`config.mk`:
```
export PLATFORM = sky130hd
export DESIGN_NAME = swc_top
export DESIGN_NICKNAME = d
export VERILOG_FILES = /design/src/common/swc_pkg.sv /design/src/design/swc_sync.sv /design/src/design/swc_top.sv
export SDC_FILE = /design/constraint.sdc
export NUM_CORES = 1
export LEC_CHECK = 0
export BUFFER_PORTS_ARGS = -buffer_cell sky130_fd_sc_hd__buf_2
export CAP_MARGIN = 15
export CORE_UTILIZATION = 35
export CTS_CLUSTER_DIAMETER = 100
export DETAILED_ROUTE_END_ITERATION = 12
export PLACE_DENSITY_LB_ADDON = 0.25
export SLEW_MARGIN = 25
export SYNTH_ARGS = -nofsm -noshare
export SYNTH_HDL_FRONTEND = slang
export SYNTH_HIERARCHICAL = 1
export SYNTH_SLANG_ARGS = --single-unit
```
`constraint.sdc`:
```
create_clock -name aclk -period 2.5 [get_ports aclk]
set_clock_uncertainty 0.05 [all_clocks]
set_input_delay 0.125 -clock aclk [delete_from_list [all_inputs] [get_ports aclk]]
set_output_delay 0.125 -clock aclk [all_outputs]
set_load 0.05 [all_outputs]
```
`src/common/swc_pkg.sv`:
```
// Constants for the sleep and wake configuration block
// Overview of operation
// - With trap select clear, writing sleep request one starts sleep of chosen type
// - With trap select set, sleep request write raises management interrupt, no sleep
// - Each sleep request write sets trap flag; flag drives management interrupt only if trap select
// - Wake source select clear: wake flag sets only on power-on output falling edge
// - Wake source select set: wake flag sets on enabled wake events and that edge
// - Configuration bit 7 powers the low-frequency clock loop; reset leaves it off
`default_nettype none
package swc_pkg;
    // Bus geometry
    localparam int ADDR_W = 8;
    localparam int DATA_W = 32;
    // Register byte addresses
    localparam logic [7:0] ADDR_CTRL = 8'h00;
    localparam logic [7:0] ADDR_STATUS = 8'h04;
    localparam logic [7:0] ADDR_MASK = 8'h08;
    localparam logic [7:0] ADDR_CFG = 8'hF0;
    // Configuration register fields
    localparam int CFG_TRAP_BIT = 0;
    localparam int CFG_WSRC_BIT = 1;
    localparam int CFG_LOOP_BIT = 7;
    localparam logic [7:0] CFG_RESET = 8'h00;
    localparam logic [7:0] CFG_WMASK = 8'h83;
    // Control register fields
    localparam int CTRL_REQ_BIT = 0;
    localparam int TYPE_LSB = 1;
    localparam int TYPE_W = 3;
    localparam logic [TYPE_W-1:0] TYPE_RESET = 3'h0;
    // Status and mask layout
    localparam int ST_W = 2;
    localparam int ST_TRAP_BIT = 0;
    localparam int ST_WAKE_BIT = 1;
    localparam logic [ST_W-1:0] ST_RESET = 2'h0;
    // Bus responses
    localparam logic [1:0] RESP_OKAY = 2'h0;
    localparam logic [1:0] RESP_SLVERR = 2'h2;
    localparam logic [31:0] DATA_ZERO = 32'h0000_0000;
endpackage : swc_pkg
`default_nettype wire

```
`src/design/swc_sync.sv`:
```
// Two flip-flop synchroniser for pin inputs
`timescale 1ns/100ps
`default_nettype none
module swc_sync #(
    parameter int W = 1,
    parameter logic [W-1:0] RST_VAL = '0
) (
    // Clock and reset
    input wire logic aclk,
    input wire logic aresetn,
    // Asynchronous input and synchronised output
    input wire logic [W-1:0] async_in,
    output logic [W-1:0] sync_out
);
    logic [W-1:0] meta_reg;
    logic [W-1:0] sync_reg;

    // First stage feeds only the second stage
    always_ff @(posedge aclk) begin
        if (!aresetn) begin
            meta_reg <= RST_VAL;
            sync_reg <= RST_VAL;
        end else begin
            meta_reg <= async_in;
            sync_reg <= meta_reg;
        end
    end

    assign sync_out = sync_reg;
endmodule : swc_sync
`default_nettype wire

```
`src/design/swc_top.sv`:
```
// Sleep and wake configuration block with AXI4-Lite register slave
//
// Chosen here: the AXI4-Lite register port.
`timescale 1ns/100ps
`default_nettype none
module swc_top (
    // Clock and reset
    input wire logic aclk,
    input wire logic aresetn,
    // AXI4-Lite write address and data
    input wire logic [swc_pkg::ADDR_W-1:0] s_axi_awaddr,
    input wire logic s_axi_awvalid,
    output logic s_axi_awready,
    input wire logic [swc_pkg::DATA_W-1:0] s_axi_wdata,
    input wire logic [3:0] s_axi_wstrb,
    input wire logic s_axi_wvalid,
    output logic s_axi_wready,
    // AXI4-Lite write response
    output logic [1:0] s_axi_bresp,
    output logic s_axi_bvalid,
    input wire logic s_axi_bready,
    // AXI4-Lite read
    input wire logic [swc_pkg::ADDR_W-1:0] s_axi_araddr,
    input wire logic s_axi_arvalid,
    output logic s_axi_arready,
    output logic [swc_pkg::DATA_W-1:0] s_axi_rdata,
    output logic [1:0] s_axi_rresp,
    output logic s_axi_rvalid,
    input wire logic s_axi_rready,
    // Wake sources and infrared loop running status, from pins
    input wire logic power_on_out_n,
    input wire logic wake_event_in,
    input wire logic ir_loop_running_in,
    // Sleep sequencer and management interrupt
    output logic sleep_start,
    output logic [swc_pkg::TYPE_W-1:0] sleep_type_field,
    output logic smi_out,
    // Infrared clock loop
    output logic ir_clock_loop_power,
    output logic ir_timebase_sel,
    // Interrupt
    output logic irq
);
    ////////////////////////////////////////////////////////////////////////////
    // Sticky flag update: a set in the same cycle as a clear wins
    function automatic logic [swc_pkg::ST_W-1:0] sticky(
        input logic [swc_pkg::ST_W-1:0] cur,
        input logic [swc_pkg::ST_W-1:0] set,
        input logic [swc_pkg::ST_W-1:0] clr
    );
        sticky = (cur & ~clr) | set;
    endfunction : sticky

    // Register storage
    logic aw_have_reg, w_have_reg, bvalid_reg, rvalid_reg;
    logic [swc_pkg::ADDR_W-1:0] awaddr_reg;
    logic [swc_pkg::DATA_W-1:0] wdata_reg, rdata_reg;
    logic wstrb0_reg;
    logic [1:0] bresp_reg, rresp_reg;
    logic [7:0] cfg_reg;
    logic [swc_pkg::TYPE_W-1:0] type_reg;
    logic [swc_pkg::ST_W-1:0] status_reg, mask_reg, status_next;
    logic start_reg, pon_prev_reg;

    ////////////////////////////////////////////////////////////////////////////
    // Pin inputs pass two flip-flops; power-on rests high so reset makes no edge
    logic pon_sync, wake_sync, loop_sync;
    swc_sync #(.W(1), .RST_VAL(1'b1)) u_pon_sync (
        .aclk(aclk), .aresetn(aresetn), .async_in(power_on_out_n), .sync_out(pon_sync)
    );
    swc_sync #(.W(2), .RST_VAL(2'b00)) u_wake_sync (
        .aclk(aclk), .aresetn(aresetn),
        .async_in({ir_loop_running_in, wake_event_in}), .sync_out({loop_sync, wake_sync})
    );

    ////////////////////////////////////////////////////////////////////////////
    // Write decode: a write commits once both address and data are held
    wire wr_fire = aw_have_reg && w_have_reg;
    wire wr_ctrl = wr_fire && wstrb0_reg && (awaddr_reg == swc_pkg::ADDR_CTRL);
    wire wr_status = wr_fire && wstrb0_reg && (awaddr_reg == swc_pkg::ADDR_STATUS);
    wire wr_mask = wr_fire && wstrb0_reg && (awaddr_reg == swc_pkg::ADDR_MASK);
    wire wr_cfg = wr_fire && wstrb0_reg && (awaddr_reg == swc_pkg::ADDR_CFG);
    wire wr_known = (awaddr_reg == swc_pkg::ADDR_CTRL) || (awaddr_reg == swc_pkg::ADDR_STATUS)
        || (awaddr_reg == swc_pkg::ADDR_MASK) || (awaddr_reg == swc_pkg::ADDR_CFG);
    wire trap_sel = cfg_reg[swc_pkg::CFG_TRAP_BIT];
    wire wsrc_sel = cfg_reg[swc_pkg::CFG_WSRC_BIT];
    wire req_write = wr_ctrl && wdata_reg[swc_pkg::CTRL_REQ_BIT];

    // Event sources for the two sticky flags
    wire pon_fall = pon_prev_reg && !pon_sync;
    wire wake_set = pon_fall || (wsrc_sel && wake_sync);
    wire [swc_pkg::ST_W-1:0] st_set = {wake_set, req_write};
    wire [swc_pkg::ST_W-1:0] st_clr = wr_status ? wdata_reg[swc_pkg::ST_W-1:0] : '0;
    assign status_next = sticky(status_reg, st_set, st_clr);

    ////////////////////////////////////////////////////////////////////////////
    // Read decode; reserved configuration bits read as zero
    wire [swc_pkg::ADDR_W-1:0] ar = s_axi_araddr;
    wire rd_known = (ar == swc_pkg::ADDR_CTRL) || (ar == swc_pkg::ADDR_STATUS)
        || (ar == swc_pkg::ADDR_MASK) || (ar == swc_pkg::ADDR_CFG);
    wire [swc_pkg::DATA_W-1:0] rd_mux =
        (ar == swc_pkg::ADDR_CTRL) ? {28'h000_0000, type_reg, 1'b0} :
        (ar == swc_pkg::ADDR_STATUS) ? {30'h0000_0000, status_reg} :
        (ar == swc_pkg::ADDR_MASK) ? {30'h0000_0000, mask_reg} :
        (ar == swc_pkg::ADDR_CFG) ? {24'h00_0000, cfg_reg & swc_pkg::CFG_WMASK} :
        swc_pkg::DATA_ZERO;

    ////////////////////////////////////////////////////////////////////////////
    // Write channel: one write under way; response follows both halves
    always_ff @(posedge aclk) begin
        if (!aresetn) begin
            aw_have_reg <= 1'b0;
            w_have_reg <= 1'b0;
            bvalid_reg <= 1'b0;
            awaddr_reg <= '0;
            wdata_reg <= swc_pkg::DATA_ZERO;
            wstrb0_reg <= 1'b0;
            bresp_reg <= swc_pkg::RESP_OKAY;
        end else begin
            if (s_axi_awvalid && s_axi_awready) begin
                aw_have_reg <= 1'b1;
                awaddr_reg <= s_axi_awaddr;
            end
            if (s_axi_wvalid && s_axi_wready) begin
                w_have_reg <= 1'b1;
                wdata_reg <= s_axi_wdata;
                wstrb0_reg <= s_axi_wstrb[0];
            end
            if (wr_fire) begin
                aw_have_reg <= 1'b0;
                w_have_reg <= 1'b0;
                bvalid_reg <= 1'b1;
                bresp_reg <= wr_known ? swc_pkg::RESP_OKAY : swc_pkg::RESP_SLVERR;
            end else if (s_axi_bready) begin
                bvalid_reg <= 1'b0;
            end
        end
    end

    // Read channel: data registered on the same edge that takes the address
    always_ff @(posedge aclk) begin
        if (!aresetn) begin
            rvalid_reg <= 1'b0;
            rdata_reg <= swc_pkg::DATA_ZERO;
            rresp_reg <= swc_pkg::RESP_OKAY;
        end else if (s_axi_arvalid && s_axi_arready) begin
            rvalid_reg <= 1'b1;
            rdata_reg <= rd_mux;
            rresp_reg <= rd_known ? swc_pkg::RESP_OKAY : swc_pkg::RESP_SLVERR;
        end else if (s_axi_rready) begin
            rvalid_reg <= 1'b0;
        end
    end

    // Configuration, control, mask and flags; reserved bits are not stored
    always_ff @(posedge aclk) begin
        if (!aresetn) begin
            cfg_reg <= swc_pkg::CFG_RESET;
            type_reg <= swc_pkg::TYPE_RESET;
            mask_reg <= swc_pkg::ST_RESET;
            status_reg <= swc_pkg::ST_RESET;
            start_reg <= 1'b0;
            pon_prev_reg <= 1'b1;
        end else begin
            if (wr_cfg) begin
                cfg_reg <= wdata_reg[7:0] & swc_pkg::CFG_WMASK;
            end
            if (wr_ctrl) begin
                type_reg <= wdata_reg[swc_pkg::TYPE_LSB +: swc_pkg::TYPE_W];
            end
            if (wr_mask) begin
                mask_reg <= wdata_reg[swc_pkg::ST_W-1:0];
            end
            status_reg <= status_next;
            start_reg <= req_write && !trap_sel;
            pon_prev_reg <= pon_sync;
        end
    end

    ////////////////////////////////////////////////////////////////////////////
    // Outputs
    assign s_axi_awready = !aw_have_reg && !bvalid_reg;
    assign s_axi_wready = !w_have_reg && !bvalid_reg;
    assign s_axi_bvalid = bvalid_reg;
    assign s_axi_bresp = bresp_reg;
    assign s_axi_arready = !rvalid_reg;
    assign s_axi_rvalid = rvalid_reg;
    assign s_axi_rdata = rdata_reg;
    assign s_axi_rresp = rresp_reg;
    assign sleep_start = start_reg;
    assign sleep_type_field = type_reg;
    // Trap flag reaches the management interrupt only when trapping is chosen
    assign smi_out = status_reg[swc_pkg::ST_TRAP_BIT] && trap_sel;
    assign ir_clock_loop_power = cfg_reg[swc_pkg::CFG_LOOP_BIT];
    // Loop output is only trusted once powered and reporting it runs
    assign ir_timebase_sel = ir_clock_loop_power && loop_sync;
    assign irq = |(status_reg & mask_reg);
endmodule : swc_top
`default_nettype wire

```
==> metrics.md <==
| Metric | Value |
|---|---|
| CTS H-tree lvls | 2 |
| Commonest non-fill, non-tap cell in the layout | buf_2 |
| Top Ports | 111 |
| Crit path max fanout | 4 |
| Die height | 77.5 um |
| Root Driver | clkbuf_8 |
| Final Slew Violations | 0 |
| Fill cells | 587 |
| Kind of critical path | flop to flop |
| Final TNS setup | 0 ns |
| Worst slew pin tran | 0.551 ns |
| Routability cong. | 0.731 |
| Seq pwr share | 0.515 |
| Port Buf Inserts | 51 |
| Power Density | 617 nW/um2 |
| YS warnings | 6 |
| Initial antenna violation count | 0 |
| WP data arrival | 2.01 ns |
| WL final | 3.66 mm |
| Synth unique cells | 38 |
| Placed Area | 2210 um2 |
| Proportion of layout cells with a drive suffix above 1 | 0.232 |
| Seq cells post-synth | 43 |
| P_int | 0.000978 W |
| Final std cells w/o fill | 352 |
| First-pass GRT wire length | 6.24 mm |
| Largest net degree at the start of global routing | 37 |
| Max_cap viols | 0 |
| WL per Instance | 10.4 um |
| DRC viols | 0 |
| Synth Instances | 227 |
| Register area share after synthesis | 0.431 |
| Max Clk Rate | 537 MHz |
| Worst VDD drop | 0.000268 V |
| Max reg flops | 8 |
| Clock Pin Slew Worst Setup and Hold Paths | 0.08 ns |
| Comb pwr share | 0.185 |
| Die Wd | 77.5 um |
| Core Area | 5510 um2 |
| Prevailing post-synth register cell | dfxtp_1 |
| Placed cell count | 341 |
| First drt pass iteration count | 4 |
| Worst-case clock buffer depth | 2 |
| Hold Fails Final Rpt | 0 |
| RSZ-0062 raised after global routing | no |
| Fin crit period | 1.86 ns |
| Clock Latency Late Sink | 0.29 ns |
| Clock power share | 0.300 |
| DPL Wire Length | 2.71 mm |
| Cts bufs inserted | 5 |
| DRT iter0 DRCs | 49 |
| Grt ovf | 0 |
| Global Route Usage Sum | 0.133 |
| Sink Count | 43 |
| Req. time, crit path | 2.65 ns |
| Final instance area | 2320 um2 |
| Slew margin rel. | 0.633 |
| Routed via count | 1586 |
| Post-cts sizing count | 0 |
| Async set-or-reset flop fraction in the synthesized netlist | 0 |
| # Post-CTS Setup Buffers | 0 |
| Rows | 27 |
| DRT antenna net count | 0 |
| Crit share post-route | 0.744 |
| Diodes inserted | 0 |
| Multi-input combinational cell area | 970 um2 |
| Avg Synthesized Cell Area | 8.80 um2 |
| Post-synthesis cell area | 2000 um2 |
| Critical path endpoint category | flop |
| Commonest cells after routing, fill and taps aside | buf_2 (51), dfxtp_1 (43), nand2_1 (33) |
| EDFF count, synth | 0 |
| Crit start category | flop |
| Vias in the first global route | 1398 |
| Sequential cell area | 861 um2 |
| Sw frac | 0.317 |
| Hold Path Class | input pin to flop |
| NetSw | 0.000453 W |
| Nets@finish | 341 |
| Final worst slack | 0.639 ns |
| Setup Viol. Count Final | 0 |
| Starting Density | 0.363 |
| Status | complete, no violations |
| Place WS | 0.619 ns |
| Area delta synth->final | 16.2% |
| Leak | 1.01 nW |
| Vias per inst | 4.51 |
| Die area | 6010 um2 |
| CTS tree | built |
-- power groups by stage --
| stage | sequential, W | clock (W) | combinational [W] |
|---|---|---|---|
| after global routing | 0.000742 | 0.000480 | 0.000287 |
| final | 0.000736 | 0.000430 | 0.000265 |
| after floorplan | 0.000762 | 0 | 0.000235 |
| after global placement | 0.000752 | 0 | 0.000261 |
| after detailed placement | 0.000753 | 0 | 0.000263 |
| after CTS | 0.000737 | 0.000448 | 0.000267 |
-- cell usage after synthesis, types with 2 or more instances --
master | instances | area (um2)
o31ai_1 | 2 | 15.0
buf_4 | 29 | 218
o21ai_0 | 8 | 40.0
nor4_1 | 3 | 18.8
a21oi_1 | 3 | 15.0
a21boi_0 | 14 | 105
or4_4 | 2 | 22.5
dfxtp_1 | 43 | 861
mux2i_1 | 9 | 90.1
clkbuf_1 | 9 | 33.8
nor3_1 | 4 | 20.0
nand4_1 | 3 | 18.8
and2_1 | 8 | 50.1
nand3_1 | 10 | 50.1
nor2_1 | 6 | 22.5
nand2b_1 | 7 | 43.8
inv_1 | 4 | 15.0
o21a_1 | 2 | 15.0
nor2b_1 | 10 | 62.6
nand2_1 | 33 | 124
-- routing by layer --
metal / routed length (um) / vias to the layer above / track usage
met2: 1580 / 57 / 0.209
met4: 77 / 0 / 0.0679
met1: 1770 / 703 / 0.157
li1: - / 820 / -
met5: 0 / - / 0
met3: 237 / 6 / 0.0506
-- worst paths after layout --
path                            start             endpoint  slack (ns)  cells after the start
hold / removal          s_axi_arvalid         s_axi_rvalid        0.02                      2
hold reg to reg   u_pon_sync/meta_reg  u_pon_sync/sync_out        0.36                      1
setup reg to reg        awaddr_reg[4]        status_reg[1]        0.64                      4
setup / recovery        awaddr_reg[4]        status_reg[1]        0.64                      4
-- stage by stage --
step,hold WS [ns],util,power [W]
detailed placement,0.266,0.401,0.00102
CTS,0.0115,0.421,0.00145
floorplan,0.148,-,0.000997
global placement,0.261,0.401,0.00101
finish,0.0210,0.421,0.00143
global route,0.0157,0.421,0.00151
-- critical path: stages (launching register included) --
cell and delay (ns):
dfxtp_1 0.33, or4_4 0.58, nor4_1 0.45, a21boi_0 0.18, o21a_1 0.19
-- cell families after synthesis --
group	Yosys count	synth area share
buf+inv	43	0.136
other cells	1	0.00188
simple gates	93	0.252
flops	43	0.431
compound gates	38	0.134
mux	9	0.0451
-- cell type report --
| cell class | instances | share of cell area |
|---|---|---|
| Clock inverter | 2 | 0.00539 |
| Inverter | 4 | 0.00647 |
| Sequential cell | 43 | 0.371 |
| Multi-Input combinational cell | 169 | 0.418 |
| Clock buffer | 6 | 0.0313 |
| Tap cell | 72 | 0.0388 |
| Timing Repair Buffer | 56 | 0.129 |
-- repair_timing --
item,CTS,global route
hold endpoints to repair,3,0
setup endpoints to repair,0,0
hold buffers,3,0
No activity file was read; power rests on OpenSTA's default activity.
